### src/verilog/bbs_pkg.sv
/*
  Shared constants of the battery-backed SRAM host port: pin widths,
  pin timing in ns, and the clock counts derived from them.
  Assumes a single 100 MHz clock and the faster (70 ns) speed grade.
*/
package bbs_pkg;
  // Memory organisation
  localparam int ADDR_W = 19;
  localparam int DATA_W = 8;
  localparam int DEPTH = 524288;
  // Clock
  localparam int CLK_PERIOD_NS = 10;
  // Read side, worst-case device delays in ns
  localparam int ADDR_ACCESS_DELAY_NS = 70;
  localparam int SELECT_ACCESS_DELAY_NS = 70;
  localparam int DRIVE_ACCESS_DELAY_NS = 35;
  localparam int SELECT_FLOAT_NS = 30;
  localparam int WRITE_FLOAT_DELAY_NS = 25;
  // Write side, least times in ns
  localparam int WRITE_PULSE_NS = 55;
  localparam int ADDR_TO_WRITE_END_NS = 65;
  localparam int DATA_SETUP_TO_WRITE_END_NS = 30;
  localparam int SELECT_ADDR_HOLD_NS = 15;
  localparam int WRITE_ADDR_HOLD_NS = 5;
  localparam int DATA_HOLD_AFTER_SELECT_NS = 10;
  // Recovery after supply return, longest figure in ms
  localparam int SELECT_RECOVERY_DELAY_MS = 120;
  // Least times round up to whole cycles
  localparam int RD_ACCESS_CYC = (ADDR_ACCESS_DELAY_NS + CLK_PERIOD_NS - 1) / CLK_PERIOD_NS;
  localparam int WR_PULSE_CYC = (WRITE_PULSE_NS + CLK_PERIOD_NS - 1) / CLK_PERIOD_NS;
  localparam int WR_ADDR_CYC = (ADDR_TO_WRITE_END_NS + CLK_PERIOD_NS - 1) / CLK_PERIOD_NS;
  localparam int WR_LOW_CYC = (WR_ADDR_CYC > WR_PULSE_CYC) ? WR_ADDR_CYC : WR_PULSE_CYC;
  localparam int ADDR_HOLD_CYC = (SELECT_ADDR_HOLD_NS + CLK_PERIOD_NS - 1) / CLK_PERIOD_NS;
  localparam int FLOAT_CYC = (SELECT_FLOAT_NS + CLK_PERIOD_NS - 1) / CLK_PERIOD_NS;
  localparam int HOLD_CYC = (FLOAT_CYC > ADDR_HOLD_CYC) ? FLOAT_CYC : ADDR_HOLD_CYC;
  localparam int RECOVERY_CYC = SELECT_RECOVERY_DELAY_MS * (1000000 / CLK_PERIOD_NS);
  // Timer width, wide enough for the recovery count
  localparam int TMR_W = 24;
endpackage

### src/verilog/bbs_tmr_if.sv
/*
  Carrier between the host sequencer and its down-counter.
  Assumes both ends share one clock.
*/
`timescale 1ns/10ps
interface bbs_tmr_if #(parameter int W = 24);
  logic load;
  logic [W-1:0] load_val;
  logic done;
  modport ctl (output load, output load_val, input done);
  modport tmr (input load, input load_val, output done);
endinterface // bbs_tmr_if

### src/verilog/bbs_tmr.sv
/*
  Down-counter that times the access, hold and recovery phases of the host sequencer.
  Assumes load is a one-cycle request from the sequencer.
*/
`timescale 1ns/10ps
module bbs_tmr import bbs_pkg::*; #(
  parameter int W = TMR_W
) (
  // Clock and reset
  input wire logic clk,
  input wire logic rstn,
  // Sequencer side
  bbs_tmr_if.tmr tif
);
  typedef struct packed {
    logic [W-1:0] cnt;
  } bbs_tmr_s;

  bbs_tmr_s st_reg;
  bbs_tmr_s st_next;

  // Load wins over counting; stops at zero
  always_comb begin
    st_next = st_reg;
    if (tif.load) begin
      st_next.cnt = tif.load_val;
    end else if (st_reg.cnt != '0) begin
      st_next.cnt = st_reg.cnt - 1'b1;
    end
  end

  always_ff @(posedge clk or negedge rstn) begin
    if (!rstn) begin
      st_reg <= '0;
    end else begin
      st_reg <= st_next;
    end
  end

  // Done is seen in the last cycle of a phase
  assign tif.done = (st_reg.cnt == '0);
endmodule // bbs_tmr

### src/verilog/bbs_host.sv
/*
  Host-side controller for a battery-backed 512K x 8 asynchronous SRAM.
  Turns single-word user requests into timed pin sequences.
  Every access takes ten cycles: seven with the strobes low, three of hold.
  Select and write fall together on a write, so the device never drives
  the data lines while the host does.
  A read answers with one valid pulse; a write answers with nothing.
  Assumes the pins and the power-fail flag are synchronous to clk and
  the memory is of the 70 ns grade; tri-state resolution is outside.
*/
// Overview of operation
// - Write spans later fall to earlier rise
// - Address stable, valid 65 ns before end
// - Write or select low at least 55 ns
// - Address held 15 ns after select rises
// - Data setup 30 ns, hold 10 ns
// - Output enable kept high during writes
`timescale 1ns/10ps
module bbs_host import bbs_pkg::*; #(
  parameter int AW = ADDR_W,
  parameter int DW = DATA_W,
  parameter int REC_CYC = RECOVERY_CYC
) (
  // Clock and reset
  input wire logic clk,
  input wire logic rstn,
  // User request
  input wire logic req,
  input wire logic req_write,
  input wire logic [AW-1:0] req_addr,
  input wire logic [DW-1:0] req_wdata,
  output logic req_ready,
  // User answer
  output logic rsp_valid,
  output logic [DW-1:0] rsp_rdata,
  // Supply monitor
  input wire logic pfail,
  output logic mem_blocked,
  // Memory pins
  output logic [AW-1:0] byte_select_lines,
  output logic ce_n,
  output logic oe_n,
  output logic we_n,
  // Memory data
  input wire logic [DW-1:0] bidir_byte_lines_in,
  output logic [DW-1:0] bidir_byte_lines_out,
  output logic bidir_byte_lines_oe
);
  // Sequencer phases
  typedef enum logic [2:0] {
    BBS_IDLE, // Waiting for a request
    BBS_ACCESS, // Strobes low, timed access
    BBS_HOLD, // Strobes high, address held
    BBS_PF_WAIT, // Supply failing, no access
    BBS_PF_RECOVER // Supply back, waiting out recovery
  } bbs_state_e;

  // Everything the sequencer remembers, pins included
  typedef struct packed {
    bbs_state_e fsm;
    logic is_wr;
    logic [AW-1:0] addr;
    logic [DW-1:0] wdata;
    logic [DW-1:0] rdata;
    logic ce_n;
    logic oe_n;
    logic we_n;
    logic dq_oe;
    logic rsp;
    logic blocked;
  } bbs_host_s;

  // A phase of N cycles loads N-1; done shows in its last cycle
  localparam logic [TMR_W-1:0] RD_LOAD = TMR_W'(RD_ACCESS_CYC - 1);
  localparam logic [TMR_W-1:0] WR_LOAD = TMR_W'(WR_LOW_CYC - 1);
  localparam logic [TMR_W-1:0] HOLD_LOAD = TMR_W'(HOLD_CYC - 1);
  localparam logic [TMR_W-1:0] REC_LOAD = TMR_W'(REC_CYC - 1);

  // Idle pin levels; reset and nothing else lands here
  localparam bbs_host_s ST_RESET = '{
    fsm: BBS_IDLE,
    is_wr: 1'b0,
    addr: '0,
    wdata: '0,
    rdata: '0,
    ce_n: 1'b1,
    oe_n: 1'b1,
    we_n: 1'b1,
    dq_oe: 1'b0,
    rsp: 1'b0,
    blocked: 1'b0
  };

  // Whole state in one word; next value built below
  bbs_host_s st_reg;
  bbs_host_s st_next;
  bbs_tmr_if #(.W(TMR_W)) tif ();

  // Shared down-counter times the access, hold and recovery phases
  bbs_tmr #(.W(TMR_W)) u_tmr (
    .clk(clk),
    .rstn(rstn),
    .tif(tif)
  );

  // Sequencer: one access at a time, access, hold and recovery phases timed by the counter
  always_comb begin
    st_next = st_reg;
    st_next.rsp = 1'b0;
    tif.load = 1'b0;
    tif.load_val = '0;
    case (st_reg.fsm)
      BBS_IDLE: begin
        if (pfail) begin
          // Stop starting accesses; the device is about to deselect
          st_next.fsm = BBS_PF_WAIT;
          st_next.blocked = 1'b1;
        end else if (req) begin
          // Latch the whole request; pins move on the next edge
          st_next.is_wr = req_write;
          st_next.addr = req_addr;
          st_next.wdata = req_wdata;
          st_next.ce_n = 1'b0;
          st_next.we_n = !req_write;
          // Write: select and write fall together, on the same edge as the address changes
          st_next.oe_n = req_write;
          st_next.dq_oe = req_write;
          tif.load = 1'b1;
          tif.load_val = req_write ? WR_LOAD : RD_LOAD;
          st_next.fsm = BBS_ACCESS;
        end
      end
      BBS_ACCESS: begin
        // A started access always completes, power fail or not
        if (tif.done) begin
          // Writes give no answer; ready returning is their end
          if (!st_reg.is_wr) begin
            // Sampled after the full address access delay
            st_next.rdata = bidir_byte_lines_in;
            st_next.rsp = 1'b1;
          end
          // Both strobes rise together, ending the write
          st_next.ce_n = 1'b1;
          st_next.we_n = 1'b1;
          st_next.oe_n = 1'b1;
          tif.load = 1'b1;
          tif.load_val = HOLD_LOAD;
          st_next.fsm = BBS_HOLD;
        end
      end
      BBS_HOLD: begin
        // Data kept one cycle past the strobe edge, address kept longer
        st_next.dq_oe = 1'b0;
        if (tif.done) begin
          st_next.fsm = BBS_IDLE;
          if (!st_reg.is_wr) begin
            st_next.rsp = 1'b0;
          end
        end
      end
      BBS_PF_WAIT: begin
        // No access until the supply comes back
        if (!pfail) begin
          tif.load = 1'b1;
          tif.load_val = REC_LOAD;
          st_next.fsm = BBS_PF_RECOVER;
        end
      end
      BBS_PF_RECOVER: begin
        // Wait out the longest recovery so the first access is never lost
        if (pfail) begin
          // Supply dipped again: start the wait over
          st_next.fsm = BBS_PF_WAIT;
        end else if (tif.done) begin
          st_next.blocked = 1'b0;
          st_next.fsm = BBS_IDLE;
        end
      end
      default: begin
        // Unused codes fall back to idle
        st_next.fsm = BBS_IDLE;
      end
    endcase
  end

  // Async reset drops straight to the idle pin levels
  always_ff @(posedge clk or negedge rstn) begin
    if (!rstn) begin
      st_reg <= ST_RESET;
    end else begin
      st_reg <= st_next;
    end
  end

  // Ready is combinational; answer, pins and data come from flops
  assign req_ready = (st_reg.fsm == BBS_IDLE) && !pfail;
  assign rsp_valid = st_reg.rsp;
  assign rsp_rdata = st_reg.rdata;
  assign mem_blocked = st_reg.blocked;

  // Memory pins straight from the state word, so they never glitch
  assign byte_select_lines = st_reg.addr;
  assign ce_n = st_reg.ce_n;
  assign oe_n = st_reg.oe_n;
  assign we_n = st_reg.we_n;
  assign bidir_byte_lines_out = st_reg.wdata;
  assign bidir_byte_lines_oe = st_reg.dq_oe;
endmodule // bbs_host

### config.mk
export PLATFORM = sky130hd
export DESIGN_NAME = bbs_host
export DESIGN_NICKNAME = d
export VERILOG_FILES = /design/src/verilog/bbs_pkg.sv /design/src/verilog/bbs_tmr_if.sv /design/src/verilog/bbs_tmr.sv /design/src/verilog/bbs_host.sv
export SDC_FILE = /design/constraint.sdc
export NUM_CORES = 1
export LEC_CHECK = 0
export ABC_AREA = 1
export CAP_MARGIN = 5
export CELL_PAD_IN_SITES_DETAIL_PLACEMENT = 1
export CELL_PAD_IN_SITES_GLOBAL_PLACEMENT = 1
export CORE_ASPECT_RATIO = 2
export CORE_MARGIN = 2
export CORE_UTILIZATION = 35
export DETAILED_ROUTE_END_ITERATION = 10
export DONT_BUFFER_PORTS = 1
export HOLD_SLACK_MARGIN = 0.12
export PLACE_DENSITY_LB_ADDON = 0.12
export RECOVER_POWER = 25
export SLEW_MARGIN = 10
export SYNTH_ARGS = -nofsm -noshare
export SYNTH_HDL_FRONTEND = slang
export SYNTH_SLANG_ARGS = --single-unit
### constraint.sdc
create_clock -name clk -period 2.2 [get_ports clk]
set_clock_uncertainty 0.15 [all_clocks]
set_input_delay 0.33 -clock clk [delete_from_list [all_inputs] [get_ports clk]]
set_output_delay 0.33 -clock clk [all_outputs]
set_load 0.02 [all_outputs]
==> impl_metrics.ini, run 1 <==
[cts]
cts_tree = yes
cts_buffers = 9
clk_latency_ns = 0.33
cts.clk_slew.worst_paths_ns = 0.06
cts-root-buf = clkbuf_16
htreeDepth = 3
clock-sinks = 69
clock_path_buffers = 2

[final_layout]
final_layout_size_suffix_gt1_share_pct = 12.0
nFillCells = 1289
final_area_um2 = 4330
area_growth_syn_to_layout_pct = 16.7
largest_reg_flops = 24
final_common_cell = nand2_1
antennaDiodeCount = 0
nets = 529
final_cell_mix = nand2_1, dfrtp_1, nor2_1, dlygate4sd3_1, a21oi_1

[synthesis]
synth-xor-area-share_pct = 3.30
synth_area_leaders = dfrtp_1, nand2_1, buf_4, nor2_1, a21oi_1
synth.largest_area_cell = dfrtp_1
synthSimpleGateAreaFrac_pct = 32.7
synth_seq_cells = 69
syn_area_um2 = 3710
synth_compound_area_share_pct = 5.23
ys_types = 31
synthArstFlopShare_pct = 100
synthAdderAreaFrac_pct = 0.674
synth_area_per_cell_um2 = 7.90
synthFlopType = dfrtp_1
syn_inst = 470
synth.area.mux_share_pct = 0
yosysTopAreaCellShare_pct = 44.5
yosysSeqAreaShare_pct = 46.6
ys.warnings.count = 0
synth_top_family_by_area = simple AND/OR/NAND/NOR gates
syn_nets = 512
synth_edf_count = 0

[global_routing]
grt_usage_pct = 18.6
grt.overflow.total = 0
grt_max_degree = 70
grt_pass1_vias = 3288
antenna_found_initial = 0
grt_pass1_wl_um = 16600

[detailed_routing]
viasPerCell = 4.78
antenna_left = 0
drt_iter0_drc = 76
drc = 0
vias = 3008
drt_wl_total_um = 10000
post_drt_wl_per_cell_um = 15.9
dr.pass1.iters = 3

[floorplan]
initial_core_util_pct = 35.6
die-area_um2 = 11500
die_h_um = 150
ioPinCount = 82
core.rowCount = 53
die_w_um = 76.8
core-area_um2 = 10400

[worst_setup_path]
cpPeakStageDelay_ns = 0.36
path_common_cell = inv_1
critPathLaunchType = register
worstPathArrival_ns = 2.05
crit_chain = inv_1, ha_1, inv_1, nor2_1, nand2_1, nor2_4, nand3_4, nand3b_1, inv_2, a21oi_1
critPathKind = reg -> reg
cp_max_fo = 11
cpLargestDelayFamily = simple AND/OR/NAND/NOR gates
crit_path_top_delay_cell = dfrtp_1
crit_path_end_kind = register
path_buf_inv = 3
ff2ff_path_depth = 10
cp.required_ns = 2.24
worst-path-stages = 10

[sta]
relSlewSlack_pct = 36.1
tns_ns = 0
fin_crit_sh_pct = 91.2
worst_slew_pin_slew_ns = 0.959
setup_viol_count_final = 0
period_needed_ns = 2.01
drv_slew = 0
rsz0062_at_grt = false
hold_viol = 0
fmax_mhz = 498

[worst_hold_path]
min_path_cells = 4
min_path_type = in -> reg

[pwr]
pwr_density_cell_nw_per_um2 = 1360
seqPwrFrac_pct = 42.9
switchingPower_mw = 2.61
clock_power_share_pct = 23.4
leakagePower_nw = 2.15
p_int_mw = 3.27
swShare_pct = 44.4
p_comb_share_pct = 33.8
peakVddDrop_mv = 0.557

[job]
cap_viol_max_count = 0

[placement]
place_area_um2 = 3640
routabilityCongestion = 0.827
dp_hpwl_um = 7570
port_buffers = 0

[run_status]
status = completed
==> worst reg2reg max path, stage by stage (launching register included) <==
cell and delay (ns):
dfrtp_1 0.36, inv_1 0.13, ha_1 0.20, inv_1 0.05, nor2_1 0.11, nand2_1 0.10
nor2_4 0.12, nand3_4 0.14, nand3b_1 0.23, inv_2 0.19, a21oi_1 0.07
==> cell usage after synthesis (2+ instances only) <==
cell type,count
dfstp_2,3
nand3_1,13
o21ai_0,8
nand3b_1,2
dfrtp_1,66
nor2_4,2
nand2_1,160
inv_1,25
nor3_1,6
nand2_2,4
nor2_8,3
nand3_2,2
nor2_2,11
xor2_1,9
xnor2_1,5
nor2_1,59
a21oi_1,26
nand4_1,8
buf_2,2
clkbuf_1,4
inv_2,6
ha_1,2
buf_4,36
==> layer usage <==
metal / wire length (µm) / global-route usage (%)
met1: 3340 / 17.4
met2: 6090 / 37.8
met3: 390 / 4.28
met4: 191 / 6.91
met5: 0 / 0
==> path summary, 6_finish.rpt <==
path,to,startpoint,slack (ns)
max in group asynchronous,u_tmr.st_reg[2],rstn,0.69
min in group asynchronous,u_tmr.st_reg[22],rstn,0.57
hold reg to reg,rsp_valid,st_reg[41],0.30
hold / removal,bidir_byte_lines_oe,pfail,0.14
setup / recovery,u_tmr.st_reg[9],u_tmr.st_reg[0],0.19
setup reg to reg,u_tmr.st_reg[9],u_tmr.st_reg[0],0.19
==> timing repair <==
| item | CTS | global route |
|---|---|---|
| hold buffers | 40 | 0 |
| resized for setup | 0 | 1 |
| endpoints found under the hold margin | 112 | 0 |
| endpoints found under the setup margin | 0 | 7 |
| setup buffers | 0 | 1 |
==> power groups by stage <==
stage	clock network (mW)	logic (mW)	registers (mW)
floorplan	0	2.12	2.08
CTS	1.41	2.05	2.53
detailed placement	0	1.95	2.54
global route	1.46	2.32	2.58
finish	1.37	1.99	2.52
global placement	0	1.87	2.53
==> through the flow <==
stage          utilization, %  worst slack (ns)  power, mW  hold slack, ns  cells
4_1_cts                  41.7             0.105       6.00           0.140    628
6_report                 41.6             0.193       5.88           0.144    629
2_1_floorplan               -             0.344       4.19          -0.116    470
3_3_place_gp             34.9             0.216       4.41          -0.113    572
3_5_place_dp             34.9             0.146       4.49          -0.113    572
5_1_grt                  41.6            0.0199       6.36           0.214    629
==> kinds of logic (layout without fill, tap and decap cells) <==
logic type / count (synthesis) / after routing
AND/OR/NAND/NOR: 273 / 273
buffers and inverters: 75 / 97
flip-flops: 69 / 69
AO/OA/AOI/OAI: 37 / 37
XOR/XNOR: 14 / 14
adder cells (fa/ha/maj): 2 / 2
==> area by class of cell <==
type | count | area, µm² | share of cell area, %
inverters | 32 | 120 | 2.77
clock inverters | 6 | 45.0 | 1.04
flip-flops and latches | 69 | 1730 | 40.0
clock buffers | 10 | 239 | 5.52
multi-input cells | 326 | 1560 | 36.0
well taps | 137 | 171 | 3.96
repair buffers | 49 | 465 | 10.7
Note: power is estimated with default switching activity, not from simulation.
==> inputs of run 2 (changes only) <==
CTS_BUF_LIST = sky130_fd_sc_hd__clkbuf_8   (was unset)
==> run 2 against run 1 <==
First-iteration DRC count is 2.6% lower. Via count fell by 0.17%. Critical path type unchanged. Sequential share of layout area rose by 1.0 points. Critical endpoint unchanged.
==> impl_metrics.ini, run 2 (synthesis results as in run 1) <==
[run_status]
status = completed

[detailed_routing]
vias = 3003
post_drt_wl_per_cell_um = 16.1
antenna_left = 0
drt_iter0_drc = 74
drc = 0
drt_wl_total_um = 10200
viasPerCell = 4.77
dr.pass1.iters = 4

[final_layout]
final_layout_size_suffix_gt1_share_pct = 12.0
nets = 529
final_util_pct = 40.6
area_growth_syn_to_layout_pct = 13.8
largest_reg_flops = 24
final_common_cell = nand2_1
nFillCells = 1298
multiInputGateArea_um2 = 1550
final_cell_mix = nand2_1, dfrtp_1, nor2_1, dlygate4sd3_1, a21oi_1
antennaDiodeCount = 0
seqCellArea_um2 = 1730

[worst_hold_path]
min_path_type = in -> reg
min_path_cells = 3
hold_path_end = bidir_byte_lines_oe
hold_start = req

[job]
cap_viol_max_count = 0

[worst_setup_path]
critPathLaunchType = register
worstReg2RegEnd = u_tmr.st_reg[9]
worstPathArrival_ns = 2.06
crit_path_end_kind = register
cpPeakStageDelay_ns = 0.37
path_common_cell = inv_1
ff2ff_path_depth = 10
cp_max_fo = 11
critPathKind = reg -> reg
r2r_start = u_tmr.st_reg[0]
rrSetupSlack_ns = 0.22
crit_path_top_delay_cell = dfrtp_1
crit_chain = inv_1, ha_1, inv_1, nor2_1, nand2_1, nor2_4, nand3_4, nand3b_1, inv_2, a21oi_1
cp.required_ns = 2.28

[sta]
fin_crit_sh_pct = 90.2
hold_viol = 0
period_needed_ns = 1.98
fmax_mhz = 504
rsz0062_at_grt = false
drv_slew = 0
tns_ns = 0
setup_viol_count_final = 0
relSlewSlack_pct = 33.9
worst_slew_pin_slew_ns = 0.992

[cts]
clock-sinks = 69
clock_path_buffers = 2
cts.clk_slew.worst_paths_ns = 0.08
cts-root-buf = clkbuf_8
cts_tree = yes
htreeDepth = 3
cts_buffers = 9
clk_latency_ns = 0.37

[floorplan]
ioPinCount = 82
die_w_um = 76.8
die_h_um = 150
core.rowCount = 53
initial_core_util_pct = 35.6
core-area_um2 = 10400
die-area_um2 = 11500

[placement]
dp_hpwl_um = 7570
port_buffers = 0
routabilityCongestion = 0.827

[global_routing]
grt_pass1_wl_um = 16700
grt_max_degree = 70
grt_usage_pct = 18.9
grt_pass1_vias = 3302
grt.overflow.total = 0
antenna_found_initial = 0

[pwr]
peakVddDrop_mv = 0.600
leakagePower_nw = 2.09
pwr_density_cell_nw_per_um2 = 1300
[run 2: cell counts in the layout (fill, tap and decap cells not counted)]
No cell type changed its count.
[run 2: final cells by class]
cell class,instances,share of cell area (%)
multi-input combinational,326,36.8
tap,137,4.06
clock buffer,10,3.26
sequential,69,41.0
inverter,32,2.84
clock inverter,6,1.07
timing repair buffer,49,11.0
[run 2: what timing repair did]
action                                 CTS  global route
hold buffers                            40             0
setup buffers                            0             1
gates resized for setup                  0             0
endpoints found under the hold margin  113             0
setup endpoints to repair                0             4
[run 2: layer usage]
layer / wire length [µm] / up-vias / track usage [%]
met5: 0 / - / 0
met4: 231 / 0 / 7.64
met3: 417 / 15 / 4.34
met2: 6060 / 65 / 38.3
met1: 3450 / 1457 / 17.5
li1: - / 1466 / -
[run 2: metrics by stage]
| stage | area [µm²] | hold slack, ns | total power, mW | worst slack, ns | std cells |
|---|---|---|---|---|---|
| final | 4220 | 0.145 | 5.49 | 0.217 | 629 |
| after global routing | 4220 | 0.195 | 5.96 | 0.0130 | 629 |
| after CTS | 4240 | 0.140 | 5.59 | 0.143 | 628 |
| after detailed placement | 3640 | -0.113 | 4.49 | 0.146 | 572 |
| after global placement | 3640 | -0.113 | 4.41 | 0.216 | 572 |
| after floorplan | 3710 | -0.116 | 4.19 | 0.344 | 470 |
[run 2: power breakdown]
part	total (mW)	leakage, nW	switching [mW]	internal, mW
combinational	1.98	1.16	1.27	0.712
clock	0.988	0.0853	0.543	0.445
sequential	2.51	0.849	0.761	1.75
total	5.49	2.09	2.58	2.91
[run 2: worst max-delay path by stage]
stage	endpoint	slack, ns	cells after the start	from
floorplan	u_tmr.st_reg[5]	0.34	12	u_tmr.st_reg[0]
global placement	rsp_rdata[0]	0.22	11	u_tmr.st_reg[0]
detailed placement	rsp_rdata[3]	0.15	11	u_tmr.st_reg[0]
CTS	rsp_rdata[3]	0.14	11	u_tmr.st_reg[0]
global route	rsp_rdata[2]	0.01	11	u_tmr.st_reg[0]
finish	u_tmr.st_reg[9]	0.22	10	u_tmr.st_reg[0]
[run 2: critical path, delay by kind of cell (launching register included)]
family	cells	cell delay (ns)
AND/OR/NAND/NOR	5	0.70
flip-flops	1	0.37
buffers and inverters	3	0.36
adder cells (fa/ha/maj)	1	0.19
AO/OA/AOI/OAI	1	0.07
==> inputs of run 3 (changes only) <==
CELL_PAD_IN_SITES_GLOBAL_PLACEMENT = 2   (was 1)
CORE_UTILIZATION = 37   (was 35)
SYNTH_HIERARCHICAL = 1   (was unset)
==> run 3 against run 2 <==
Routed wire length is 11% higher. Critical path depth is 3 higher. Worst setup slack worse by 0.11 ns. Sequential share of layout area is 3.0 points lower. Via count is 13% higher. Utilization is 4.6 points higher. Count of clock-buffer cells in the layout stayed put. Largest cell class unchanged. Largest power group is now combinational cells.
==> impl_metrics.ini, run 3 <==
[global_routing]
grt.overflow.total = 0
antenna_found_initial = 0
grt_pass1_wl_um = 18400
grt_pass1_vias = 3712
grt_usage_pct = 22.2
grt_max_degree = 70

[floorplan]
die_h_um = 148
die_w_um = 75.8
die-area_um2 = 11200
ioPinCount = 82
initial_core_util_pct = 37.8
core-area_um2 = 10100
core.rowCount = 52

[detailed_routing]
antenna_left = 0
dr.pass1.iters = 4
drt_iter0_drc = 82
post_drt_wl_per_cell_um = 16.2
vias = 3384
drc = 0
viasPerCell = 4.86
drt_wl_total_um = 11300

[synthesis]
synth_seq_cells = 69
synth.largest_area_cell = dfrtp_1
yosysTopAreaCellShare_pct = 43.3
synth_area_leaders = dfrtp_1, nand2_1, buf_4, nand3_1, nor2_1
ys.warnings.count = 6
synthArstFlopShare_pct = 100
ys_types = 31
syn_area_um2 = 3820
synthFlopType = dfrtp_1
synth_area_per_cell_um2 = 7.50
synth_most_common_cell = nand2_1
synth_edf_count = 0
syn_inst = 509
ys_top_cells_by_count = nand2_1, dfrtp_1, nor2_1
yosysSeqAreaShare_pct = 45.3

[placement]
routabilityCongestion = 0.784
dp_cells = 636
port_buffers = 0
dp_hpwl_um = 8200

[final_layout]
final_common_cell = nand2_1
nets = 598
final_layout_size_suffix_gt1_share_pct = 15.9
final_util_pct = 45.2
antennaDiodeCount = 0
final_cells = 696
largest_reg_flops = 24
final_cell_mix = nand2_1, dfrtp_1, nor2_1, nand3_1, dlygate4sd3_1
area_growth_syn_to_layout_pct = 19.4

[sta]
drv_slew = 0
relSlewSlack_pct = 35.4
worst_slew_pin_slew_ns = 0.969
fmax_mhz = 478
fin_crit_sh_pct = 95.1
period_needed_ns = 2.09
hold_viol = 0
setup_viol_count_final = 0

[pwr]
leakagePower_nw = 2.30
peakVddDrop_mv = 0.639
pwr_density_cell_nw_per_um2 = 1330

[cts]
clock-sinks = 69
cts.clk_slew.worst_paths_ns = 0.08
htreeDepth = 3
cts_tree = yes
clk_latency_ns = 0.35
cts-root-buf = clkbuf_8
cts_buffers = 9
clock_path_buffers = 2

[worst_setup_path]
cp.required_ns = 2.29
critPathLaunchType = register
cp_max_fo = 6
crit_path_end_kind = register
worstPathArrival_ns = 2.18
critPathKind = reg -> reg

[run_status]
status = completed

[worst_hold_path]
min_path_type = in -> reg

[job]
cap_viol_max_count = 0
[run 3: cell count changes after synthesis, sizes merged, moves of 6 or more]
cell / previous run / this run
nand2: 164 / 205
nand3: 16 / 49
a21oi: 26 / 1
nor2: 75 / 60
o21ai: 8 / 15
buf: 39 / 45
[run 3: logic make-up (layout without fill, tap and decap cells)]
kind of cell,after synthesis,in the layout,synth area share (%)
fa+ha+maj,2,2,0.656
buf+inv,81,127,12.6
xor+xnor,9,9,2.07
other cells,1,7,0.0983
flops,69,69,45.3
simple gates,328,328,36.5
compound gates,19,19,2.79
[run 3: cell type report]
class                      count  area (µm²)
tap                          135         169
multi-input combinational    365        1660
clock buffer                  10         138
clock inverter                 6        45.0
inverter                      34         135
timing repair buffer          77         683
fill                        1271        5530
sequential                    69        1730
[run 3: layer usage]
layer | vias up | track usage (%) | wire, µm
li1 | 1632 | - | -
met5 | - | 0 | 0
met4 | 0 | 9.91 | 369
met3 | 24 | 4.16 | 370
met1 | 1661 | 22.2 | 3770
met2 | 67 | 41.5 | 6770
[run 3: what timing repair did]
| action | CTS | global route |
|---|---|---|
| gates resized for setup | 4 | 13 |
| endpoints found under the setup margin | 24 | 24 |
| endpoints found under the hold margin | 111 | 0 |
| setup buffers | 0 | 4 |
| pin swaps | 0 | 5 |
| hold buffers | 40 | 0 |
[run 3: worst max-delay path, stage by stage, from the launching register on]
cell     delay, ns
dfrtp_1       0.42
nor2_1        0.21
nand2_1       0.13
nor2_1        0.14
nand3_2       0.12
inv_2         0.09
inv_2         0.05
nor2_4        0.09
inv_2         0.06
nand3_4       0.08
inv_4         0.06
or2_2         0.27
nand2_1       0.08
nor2_1        0.05
[run 3: through the flow]
| step | TNS (ns) | hold WS [ns] | total power [mW] | setup WS, ns | area [µm²] |
|---|---|---|---|---|---|
| floorplan | 0 | -0.116 | 4.37 | 0.00274 | 3850 |
| global placement | 0 | -0.113 | 4.84 | 0.00109 | 3910 |
| detailed placement | -0.872 | -0.113 | 4.93 | -0.0986 | 3910 |
| CTS | 0 | 0.124 | 6.06 | 0.0124 | 4520 |
| global route | -0.0791 | 0.172 | 6.57 | -0.0241 | 4560 |
| finish | 0 | 0.138 | 6.05 | 0.108 | 4560 |
[run 3: worst paths after layout]
path	from	to	slack (ns)	cells past startpoint
worst max-delay path	u_tmr/st_reg[19]	u_tmr/st_reg[9]	0.11	13
worst min-delay path	pfail	mem_blocked	0.14	4
worst max register to register	u_tmr/st_reg[19]	u_tmr/st_reg[9]	0.11	13
worst min register to register	ce_n	ce_n	0.38	2
max in group asynchronous	rstn	u_tmr/st_reg[0]	0.70	2
min in group asynchronous	rstn	st_reg[44]	0.58	2
[run 3: report_power, final]
| group | leakage, nW | total (mW) | internal (mW) | switching (mW) |
|---|---|---|---|---|
| combinational | 1.37 | 2.56 | 0.998 | 1.57 |
| sequential | 0.829 | 2.50 | 1.76 | 0.739 |
| clock | 0.0974 | 0.981 | 0.450 | 0.531 |
